--- src/hdl/fnds_cfg.svh ---
// Offsets, field positions, reset values and timing counts of the divider settings bank.
// Assumes a 32-bit classic Wishbone slave clocked by sys_clk at 25 MHz.
`ifndef FNDS_CFG_SVH
`define FNDS_CFG_SVH
// ========================================================================
// Register byte offsets
`define FNDS_OFS_WORD0 8'h00
`define FNDS_OFS_WORD1 8'h04
`define FNDS_OFS_DENOM 8'h08
`define FNDS_OFS_CTRL 8'h0C
`define FNDS_OFS_STAT 8'h10
// ========================================================================
// Field positions of the two lowest control words
`define FNDS_W0_NLO_LSB 0
`define FNDS_W0_NUMLO_LSB 12
`define FNDS_W1_R_LSB 0
`define FNDS_W1_NHI_LSB 12
`define FNDS_W1_NUMHI_LSB 18
// ========================================================================
// Control and status bit positions
`define FNDS_CTRL_FRAC 0
`define FNDS_CTRL_ORD_LSB 1
`define FNDS_CTRL_DBL 3
`define FNDS_CTRL_INTOSC 4
`define FNDS_ST_CALBUSY 0
`define FNDS_ST_RBAD 1
`define FNDS_ST_NLOW 2
`define FNDS_ST_NHIGH 3
`define FNDS_ST_NUMBAD 4
// ========================================================================
// Reset values and limits
`define FNDS_RST_R 12'h001
`define FNDS_RST_NLO 12'h00C
`define FNDS_RST_CTRL 5'h00
`define FNDS_NMIN_1 18'h0000C
`define FNDS_NMIN_2 18'h0000D
`define FNDS_NMIN_3 18'h0000F
`define FNDS_NMIN_4 18'h00013
`define FNDS_NMAX_1 18'h00FFE
`define FNDS_NMAX_2 18'h00FFD
`define FNDS_NMAX_3 18'h00FFB
`define FNDS_NMAX_4 18'h00FF7
// ========================================================================
// Calibration time in ns and its length in sys_clk cycles
`define FNDS_CAL_NS 4000
`define FNDS_CLK_NS 40
`define FNDS_CAL_CYCLES ((`FNDS_CAL_NS + `FNDS_CLK_NS - 1) / `FNDS_CLK_NS)
`endif

--- src/hdl/fnds_pkg.sv ---
// Types shared by the divider settings bank.
// Assumes fnds_cfg.svh supplies all numeric constants.
package fnds_pkg;
    typedef enum logic [1:0] {
        FNDS_ORD1 = 2'h0,
        FNDS_ORD2 = 2'h1,
        FNDS_ORD3 = 2'h2,
        FNDS_ORD4 = 2'h3
    } fnds_order_e;
    typedef enum logic {
        FNDS_CAL_IDLE = 1'b0,
        FNDS_CAL_RUN = 1'b1
    } fnds_cal_e;
endpackage

--- src/hdl/fnds_div_if.sv ---
// Carries the reference divider settings and its comparison tick.
// Assumes both ends run on the same sys_clk.
interface fnds_div_if;
    logic refTick;
    logic bypass;
    logic [11:0] divValue;
    logic compTick;
    modport ctrl (output refTick, output bypass, output divValue, input compTick);
    modport div (input refTick, input bypass, input divValue, output compTick);
endinterface

--- src/hdl/fnds_settings.sv ---
// Divider settings bank of a fractional-N synthesizer with its reference divider.
// Assumes a classic Wishbone master on sys_clk and a reference input synchronous to it.
// Overview of operation
// - Reference input is divided by the 12-bit reference value into comparison ticks.
// - With the doubler on, every rising reference edge passes; the divider is bypassed.
// - Integer mode feedback value is 18 bits from two separate fields.
// - Fractional mode uses only the low twelve feedback bits.
// - 22-bit numerator assembled from two registers, applied in fractional mode only.
// - A 22-bit denominator 0 through 4194303 is held for fractional mode.
// - Every write to lowest control word starts calibration when internal oscillator used.
// - Reference, feedback and numerator fields sit in the two lowest words, split.
`include "fnds_cfg.svh"
module fnds_settings (
    input wire logic sys_clk,
    input wire logic rst_n,
    input wire logic wb_cyc_i,
    input wire logic wb_stb_i,
    input wire logic wb_we_i,
    input wire logic [7:0] wb_adr_i,
    input wire logic [3:0] wb_sel_i,
    input wire logic [31:0] wb_dat_i,
    output logic [31:0] wb_dat_o,
    output logic wb_ack_o,
    input wire logic refOscInput,
    output logic compTick,
    output logic [17:0] feedbackDiv,
    output logic [21:0] fracNumerator,
    output logic [21:0] fracDenominator,
    output logic fracMode,
    output logic [1:0] modOrder,
    output logic calStart,
    output logic calBusy
);
    // ====================================================================
    // Limit functions
    function automatic logic [17:0] nMinimum(input logic [1:0] ord, input logic frac);
        if (!frac) begin
            nMinimum = `FNDS_NMIN_1;
        end else if (ord == fnds_pkg::FNDS_ORD2) begin
            nMinimum = `FNDS_NMIN_2;
        end else if (ord == fnds_pkg::FNDS_ORD3) begin
            nMinimum = `FNDS_NMIN_3;
        end else if (ord == fnds_pkg::FNDS_ORD4) begin
            nMinimum = `FNDS_NMIN_4;
        end else begin
            nMinimum = `FNDS_NMIN_1;
        end
    endfunction

    function automatic logic [17:0] nMaximum(input logic [1:0] ord);
        if (ord == fnds_pkg::FNDS_ORD2) begin
            nMaximum = `FNDS_NMAX_2;
        end else if (ord == fnds_pkg::FNDS_ORD3) begin
            nMaximum = `FNDS_NMAX_3;
        end else if (ord == fnds_pkg::FNDS_ORD4) begin
            nMaximum = `FNDS_NMAX_4;
        end else begin
            nMaximum = `FNDS_NMAX_1;
        end
    endfunction

    // ====================================================================
    // Wishbone slave
    logic ack_r;
    logic [31:0] rdat_r;
    logic writeNow;
    logic [11:0] refDiv_r;
    logic [11:0] nLow_r;
    logic [5:0] nHigh_r;
    logic [15:0] numLow_r;
    logic [5:0] numHigh_r;
    logic [21:0] denom_r;
    logic [4:0] ctrl_r;
    logic [4:0] status;
    logic [17:0] feedback_nxt;
    logic [21:0] numer_nxt;
    fnds_pkg::fnds_cal_e calState_r;
    logic [7:0] calCnt_r;
    logic refLast_r;

    // Writes take effect only on the acknowledging edge, so the master sees one write per cycle.
    assign writeNow = wb_cyc_i && wb_stb_i && wb_we_i && ack_r;
    assign wb_ack_o = ack_r;
    assign wb_dat_o = rdat_r;

    always_ff @(posedge sys_clk) begin
        if (!rst_n) begin
            ack_r <= 1'b0;
        end else begin
            ack_r <= wb_cyc_i && wb_stb_i && !ack_r;
        end
    end

    always_ff @(posedge sys_clk) begin
        if (!rst_n) begin
            rdat_r <= 32'h0000_0000;
        end else if (wb_adr_i == `FNDS_OFS_WORD0) begin
            rdat_r <= {4'h0, numLow_r, nLow_r};
        end else if (wb_adr_i == `FNDS_OFS_WORD1) begin
            rdat_r <= {8'h00, numHigh_r, nHigh_r, refDiv_r};
        end else if (wb_adr_i == `FNDS_OFS_DENOM) begin
            rdat_r <= {10'h000, denom_r};
        end else if (wb_adr_i == `FNDS_OFS_CTRL) begin
            rdat_r <= {27'h0000000, ctrl_r};
        end else if (wb_adr_i == `FNDS_OFS_STAT) begin
            rdat_r <= {27'h0000000, status};
        end else begin
            rdat_r <= 32'h0000_0000;
        end
    end

    // ====================================================================
    // Setting registers; byte enables are honoured lane by lane.
    always_ff @(posedge sys_clk) begin
        if (!rst_n) begin
            nLow_r <= `FNDS_RST_NLO;
            numLow_r <= 16'h0000;
        end else if (writeNow && wb_adr_i == `FNDS_OFS_WORD0) begin
            if (wb_sel_i[0]) nLow_r[7:0] <= wb_dat_i[7:0];
            if (wb_sel_i[1]) nLow_r[11:8] <= wb_dat_i[11:8];
            if (wb_sel_i[1]) numLow_r[3:0] <= wb_dat_i[15:12];
            if (wb_sel_i[2]) numLow_r[11:4] <= wb_dat_i[23:16];
            if (wb_sel_i[3]) numLow_r[15:12] <= wb_dat_i[27:24];
        end
    end

    always_ff @(posedge sys_clk) begin
        if (!rst_n) begin
            refDiv_r <= `FNDS_RST_R;
            nHigh_r <= 6'h00;
            numHigh_r <= 6'h00;
        end else if (writeNow && wb_adr_i == `FNDS_OFS_WORD1) begin
            if (wb_sel_i[0]) refDiv_r[7:0] <= wb_dat_i[7:0];
            if (wb_sel_i[1]) refDiv_r[11:8] <= wb_dat_i[11:8];
            if (wb_sel_i[1]) nHigh_r[3:0] <= wb_dat_i[15:12];
            if (wb_sel_i[2]) nHigh_r[5:4] <= wb_dat_i[17:16];
            if (wb_sel_i[2]) numHigh_r[5:0] <= wb_dat_i[23:18];
        end
    end

    always_ff @(posedge sys_clk) begin
        if (!rst_n) begin
            denom_r <= 22'h000000;
        end else if (writeNow && wb_adr_i == `FNDS_OFS_DENOM) begin
            if (wb_sel_i[0]) denom_r[7:0] <= wb_dat_i[7:0];
            if (wb_sel_i[1]) denom_r[15:8] <= wb_dat_i[15:8];
            if (wb_sel_i[2]) denom_r[21:16] <= wb_dat_i[21:16];
        end
    end

    always_ff @(posedge sys_clk) begin
        if (!rst_n) begin
            ctrl_r <= `FNDS_RST_CTRL;
        end else if (writeNow && wb_adr_i == `FNDS_OFS_CTRL && wb_sel_i[0]) begin
            ctrl_r <= wb_dat_i[4:0];
        end
    end

    // ====================================================================
    // Effective divider values
    always_comb begin
        if (ctrl_r[`FNDS_CTRL_FRAC]) begin
            feedback_nxt = {6'h00, nLow_r};
            numer_nxt = {numHigh_r, numLow_r};
        end else begin
            feedback_nxt = {nHigh_r, nLow_r};
            numer_nxt = 22'h000000;
        end
    end

    always_ff @(posedge sys_clk) begin
        if (!rst_n) begin
            feedbackDiv <= {6'h00, `FNDS_RST_NLO};
            fracNumerator <= 22'h000000;
            fracDenominator <= 22'h000000;
            fracMode <= 1'b0;
            modOrder <= 2'h0;
        end else begin
            feedbackDiv <= feedback_nxt;
            fracNumerator <= numer_nxt;
            fracDenominator <= denom_r;
            fracMode <= ctrl_r[`FNDS_CTRL_FRAC];
            modOrder <= ctrl_r[`FNDS_CTRL_ORD_LSB +: 2];
        end
    end

    // Illegal host settings are flagged, not corrected; the divider still runs on them.
    assign status[`FNDS_ST_CALBUSY] = calBusy;
    assign status[`FNDS_ST_RBAD] = (refDiv_r == 12'h000);
    assign status[`FNDS_ST_NLOW] = feedback_nxt < nMinimum(ctrl_r[2:1], ctrl_r[0]);
    assign status[`FNDS_ST_NHIGH] = ctrl_r[0] && (feedback_nxt > nMaximum(ctrl_r[2:1]));
    assign status[`FNDS_ST_NUMBAD] = ctrl_r[0] && ({numHigh_r, numLow_r} > denom_r);

    // ====================================================================
    // Oscillator calibration; a new write restarts a running calibration.
    always_ff @(posedge sys_clk) begin
        if (!rst_n) begin
            calStart <= 1'b0;
            calState_r <= fnds_pkg::FNDS_CAL_IDLE;
            calCnt_r <= 8'h00;
        end else begin
            calStart <= writeNow && wb_adr_i == `FNDS_OFS_WORD0 && ctrl_r[`FNDS_CTRL_INTOSC];
            if (writeNow && wb_adr_i == `FNDS_OFS_WORD0 && ctrl_r[`FNDS_CTRL_INTOSC]) begin
                calState_r <= fnds_pkg::FNDS_CAL_RUN;
                calCnt_r <= 8'(`FNDS_CAL_CYCLES - 1);
            end else begin
                case (calState_r)
                    fnds_pkg::FNDS_CAL_RUN: begin
                        if (calCnt_r == 8'h00) calState_r <= fnds_pkg::FNDS_CAL_IDLE;
                        else calCnt_r <= calCnt_r - 8'h01;
                    end
                    default: begin
                        calCnt_r <= 8'h00;
                    end
                endcase
            end
        end
    end
    assign calBusy = (calState_r == fnds_pkg::FNDS_CAL_RUN);

    // ====================================================================
    // Reference divider
    fnds_div_if dvIf ();

    always_ff @(posedge sys_clk) begin
        if (!rst_n) begin
            refLast_r <= 1'b0;
        end else begin
            refLast_r <= refOscInput;
        end
    end
    assign dvIf.refTick = refOscInput && !refLast_r;
    assign dvIf.bypass = ctrl_r[`FNDS_CTRL_DBL];
    assign dvIf.divValue = refDiv_r;
    assign compTick = dvIf.compTick;

    fnds_ref_divider uDiv (
        .sys_clk(sys_clk),
        .rst_n(rst_n),
        .dv(dvIf.div)
    );

    // ====================================================================
    // Checks
    a_int_feedback: assert property (@(posedge sys_clk) disable iff (!rst_n)
        !ctrl_r[0] |=> feedbackDiv == {$past(nHigh_r), $past(nLow_r)})
        else $error("Integer feedback value not assembled from both fields.");
    a_frac_feedback: assert property (@(posedge sys_clk) disable iff (!rst_n)
        ctrl_r[0] |=> feedbackDiv[17:12] == 6'h00 && feedbackDiv[11:0] == $past(nLow_r))
        else $error("Fractional feedback used upper bits.");
    a_num_apply: assert property (@(posedge sys_clk) disable iff (!rst_n)
        ctrl_r[0] |=> fracNumerator == {$past(numHigh_r), $past(numLow_r)})
        else $error("Numerator not applied in fractional mode.");
    a_num_zero: assert property (@(posedge sys_clk) disable iff (!rst_n)
        !ctrl_r[0] |=> fracNumerator == 22'h000000)
        else $error("Numerator applied in integer mode.");
    a_denom_write: assert property (@(posedge sys_clk) disable iff (!rst_n)
        writeNow && wb_adr_i == `FNDS_OFS_DENOM && wb_sel_i == 4'hF
        |=> ##1 fracDenominator == $past(wb_dat_i[21:0], 2))
        else $error("Denominator write lost.");
    a_cal_start: assert property (@(posedge sys_clk) disable iff (!rst_n)
        writeNow && wb_adr_i == `FNDS_OFS_WORD0 && ctrl_r[4] |=> calStart && calBusy)
        else $error("Lowest word write did not start calibration.");
    a_word1_split: assert property (@(posedge sys_clk) disable iff (!rst_n)
        writeNow && wb_adr_i == `FNDS_OFS_WORD1 && wb_sel_i == 4'hF
        |=> refDiv_r == $past(wb_dat_i[11:0]) && nHigh_r == $past(wb_dat_i[17:12]))
        else $error("Second word fields misplaced.");
    a_comp_source: assert property (@(posedge sys_clk) disable iff (!rst_n)
        compTick |-> $past(dvIf.refTick))
        else $error("Comparison tick without reference edge.");
endmodule

--- src/hdl/fnds_ref_divider.sv ---
// Reference divider: turns reference edges into comparison ticks.
// Assumes refTick is a one-cycle pulse per reference rising edge.
module fnds_ref_divider (
    input wire logic sys_clk,
    input wire logic rst_n,
    fnds_div_if.div dv
);
    logic [11:0] cnt_r;
    logic tick_r;
    logic lastCount;

    // A divide value of zero is never legal; it behaves as one so the counter cannot run away.
    assign lastCount = (cnt_r + 12'h001 >= dv.divValue);
    assign dv.compTick = tick_r;

    always_ff @(posedge sys_clk) begin
        if (!rst_n) begin
            cnt_r <= 12'h000;
        end else if (dv.refTick) begin
            cnt_r <= (dv.bypass || lastCount) ? 12'h000 : cnt_r + 12'h001;
        end
    end

    always_ff @(posedge sys_clk) begin
        if (!rst_n) begin
            tick_r <= 1'b0;
        end else begin
            tick_r <= dv.refTick && (dv.bypass || lastCount);
        end
    end

    a_div_terminal: assert property (@(posedge sys_clk) disable iff (!rst_n)
        dv.refTick && !dv.bypass && (cnt_r == dv.divValue - 12'h001) |=> tick_r)
        else $error("Comparison tick missing at terminal count.");
    a_div_early: assert property (@(posedge sys_clk) disable iff (!rst_n)
        dv.refTick && !dv.bypass && (cnt_r + 12'h001 < dv.divValue) |=> !tick_r)
        else $error("Comparison tick before terminal count.");
    a_div_bypass: assert property (@(posedge sys_clk) disable iff (!rst_n)
        dv.refTick && dv.bypass |=> tick_r)
        else $error("Bypassed divider dropped a reference edge.");
endmodule

--- config.mk ---
export PLATFORM = sky130hd
export DESIGN_NAME = fnds_settings
export DESIGN_NICKNAME = d
export VERILOG_FILES = /design/src/hdl/fnds_pkg.sv /design/src/hdl/fnds_div_if.sv /design/src/hdl/fnds_settings.sv /design/src/hdl/fnds_ref_divider.sv
export VERILOG_INCLUDE_DIRS = /design/src /design/src/hdl
export SDC_FILE = /design/constraint.sdc
export NUM_CORES = 1
export LEC_CHECK = 0
export ABC_AREA = 1
export CAP_MARGIN = 20
export CORE_UTILIZATION = 30
export CTS_BUF_LIST = sky130_fd_sc_hd__clkbuf_2
export CTS_CLUSTER_DIAMETER = 60
export DETAILED_ROUTE_END_ITERATION = 16
export DONT_BUFFER_PORTS = 1
export MAX_ROUTING_LAYER = met4
export PLACE_DENSITY = 0.42
export SKIP_LAST_GASP = 1
export SLEW_MARGIN = 0
export SYNTH_ARGS = -nofsm -noshare
export SYNTH_HDL_FRONTEND = slang
export SYNTH_SLANG_ARGS = --single-unit
--- constraint.sdc ---
create_clock -name sys_clk -period 2 [get_ports sys_clk]
set_input_delay 0.4 -clock sys_clk [delete_from_list [all_inputs] [get_ports sys_clk]]
set_output_delay 0.4 -clock sys_clk [all_outputs]
set_load 0.01 [all_outputs]
==> metrics.cfg <==
[synth]
synth-seq-area-share_pct=47.2
avgSynthCellArea_sq_um=7.71
synth_adder_area_share_pct=6.44
synth_warnings=0
synthArstFlopShare_pct=0
synthSimpleGateAreaFrac_pct=19.3
synth_top_family_by_area=simple AND/OR/NAND/NOR gates
synth_enable_flop_cells=0
muxShareOfSynthArea_pct=0
synth_flop_cell=dfxtp_1
syn_area_sq_mm=0.00836
netlist_instances=1084
ys_seq_elements=197
yosys.area_share.xor_xnor_pct=0.943
synth_cell_type_count=41
synth_compound_area_share_pct=15.2

[timing]
finalCriticalPeriod_ns=2.23
slew_headroom_pct=54.3
skew_ns=0.0475
fmax_ghz=0.448
setup_ws_ns=-0.233
rsz0062_at_grt=true
final.setup.tns_ns=-2.71
hold_viol=0
finalSetupViolCount=13
drv_slew=0
period_share_pct=112
tightest_slew_ns=0.685

[global_route]
antenna_found_initial=2
grt_pass1_wl_um=40800
gr-total-overflow=0
grt_usage_pct=19.4
grt_pass1_vias=7150
grt_max_degree=68

[placement]
dp_cells=1459
io_buffers=0
place.gp.congestion=0.794
dp_worst_setup_slack_ns=-0.261
dp_hpwl_um=18600

[critical_path]
slowest_delay_ns=0.45
rrSetupSlack_ns=-0.23
cp_top_family=simple AND/OR/NAND/NOR gates
path_class=reg -> reg
cp.required_ns=2.74
path_buf_inv=2
cp.arrival_ns=2.98
crit_chain=ha_4 > nand3_4 > xor2_2 > inv_1 > ha_1 > nand2_1 > nor2_1 > and2_1 > nand2_1 > nand3_2 > nor2_4 > clkbuf_16 > nand3_4 > a21oi_2
worstSetupEndpointType=register
setup.worst_path.start_class=register
crit_slowest_cell=dfxtp_4
cp_max_fo=6

[outcome]
violations=setup timing
status=finished, violations left

[layout]
nets=1317
fin_cells=1611
fin_util_pct=39.4
syn2layout_area_growth_pct=28.2
nFillCells=2925
drive_gt1_share_pct=15.0

[die]
chipHeight_um=169
dieArea_sq_mm=0.0285
start_util_pct=30.8
ios=151
die_w_um=169
rows=60
core_area_sq_mm=0.0272

[power]
peakVddDrop_uv=273
finalPower_uw=6480
cellLeakagePower_uw=0.00456
powerDensity_mw_per_mm2=605

[clock_tree]
cts_max_level=4
clk_pin_slew_ns=0.30
cts_tree=yes
cts.sinks=197
cts_buffers=17
clk_latency_ns=0.80
cts_root_buf=clkbuf_2
clk_path_buf_depth=2

[drt]
drc=0
drtIter0Drc=345
dr.pass1.iters=5
vias=7346
ant_nets=0
vias_per_cell=4.56
wirelength_um=26400
wl_per_cell_um=16.4

[min_path]
hold_path.class=in -> reg

[flow_run]
maxCapViolCount=0

## per-layer routing
metal / share of wire [%] / vias up / wire, um / track usage (%)
met5: 0 / - / 0 / -
met4: 1.0 / 0 / 276 / 4.35
met3: 4.5 / 14 / 1180 / 3.79
met2: 46 / 170 / 12200 / 30.8
met1: 48 / 3431 / 12700 / 25.4
li1: - / 3731 / - / -
## timing repair
action / CTS / global route
gates resized for setup: 39 / 33
hold buffers: 98 / 3
setup endpoints to repair: 13 / 39
hold endpoints to repair: 156 / 18
cloned: 1 / 0
pin swaps: 2 / 17
buffers inserted: 12 / 6
## cell usage in the layout, fill, tap and decap left out, types with 5 or more instances in the layout
cell type,synthesis,routed
o21ai_0,88,88
nand2_2,6,15
nor3_1,9,7
dfxtp_1,197,183
nand2_4,1,5
a21oi_1,114,111
buf_4,7,57
o22ai_1,16,16
nor2_2,8,8
ha_1,43,38
nor2_1,98,91
dfxtp_4,0,7
clkbuf_2,0,17
ha_4,0,5
a21o_1,5,5
nand3_1,38,30
o211ai_1,5,5
dfxtp_2,0,7
nand2_1,188,175
dlygate4sd3_1,0,98
inv_1,175,170
nand3_2,3,8
o21ai_1,10,10
nand4_1,8,8
inv_2,4,9
nor2_4,2,9
## registers in the layout, summed over array words and instances (netlist names), 6 cells and up
signal	count
wb_dat_o	28
denom_r	22
fracDenominator	22
fracNumerator	22
feedbackDiv	18
numLow_r	16
dvIf.divValue	12
nLow_r	12
uDiv.cnt_r	12
calCnt_r	8
nHigh_r	6
numHigh_r	6
## stage by stage
| step | hold slack [ns] | area, sq um |
|---|---|---|
| 4_1_cts | 0.00417 | 10500 |
| 6_report | 0.0923 | 10700 |
| 3_5_place_dp | 0.421 | 8960 |
| 2_1_floorplan | 0.407 | 8410 |
| 3_3_place_gp | 0.415 | 8960 |
| 5_1_grt | 0.0408 | 10700 |
## cells by family (layout without fill, tap and decap cells)
kind of cell             after synthesis  count (layout)
AND/OR/NAND/NOR                      370             370
AO/OA/AOI/OAI                        242             242
buffers and inverters                222             372
flip-flops                           197             197
adder cells (fa/ha/maj)               43              43
XOR/XNOR                               9               9
other                                  1               6
## synthesized netlist by cell type, types with 9 or more instances
cell / instances / area share [%]
dfxtp_1: 197 / 47
ha_1: 43 / 6.4
nor3_1: 9 / 0.54
nand3_1: 38 / 2.3
inv_1: 175 / 7.9
o21ai_0: 88 / 5.3
a21oi_1: 114 / 6.8
o21ai_1: 10 / 0.60
clkbuf_1: 17 / 0.76
nor2_1: 98 / 4.4
o22ai_1: 16 / 1.2
nand2_1: 188 / 8.4
## worst reg2reg max path, cell delays in order, from the launching register on
cell	delay, ns
dfxtp_4	0.45
ha_4	0.19
nand3_4	0.10
xor2_2	0.18
inv_1	0.07
ha_1	0.26
nand2_1	0.07
nor2_1	0.05
and2_1	0.13
nand2_1	0.07
nand3_2	0.08
nor2_4	0.18
clkbuf_16	0.18
nand3_4	0.06
a21oi_2	0.13
## final timing paths
kind,depth (start not counted),end,startpoint
max,14,uDiv.cnt_r[4],uDiv.cnt_r[0]
min,7,wb_dat_o[4],wb_adr_i[0]
max reg2reg,14,uDiv.cnt_r[4],uDiv.cnt_r[0]
min reg2reg,1,wb_ack_o,wb_ack_o
## power by group
| group | total [uW] | switching [uW] | internal, uW | leakage (uW) |
|---|---|---|---|---|
| clock network | 2290 | 1610 | 672 | 0.000170 |
| logic | 253 | 138 | 115 | 0.00279 |
| registers | 3940 | 3.00 | 3940 | 0.00160 |
## final cells by class
type | count | area, sq um | area share, %
antenna | 2 | 5.00 | 0.0467
clock buffer | 17 | 85.1 | 0.794
clock inverter | 15 | 206 | 1.93
inverter | 182 | 692 | 6.46
multi-input combinational | 668 | 3800 | 35.5
sequential | 197 | 3980 | 37.1
tap | 372 | 465 | 4.34
timing repair buffer | 158 | 1480 | 13.8
Note: power is estimated with default switching activity, not from simulation.
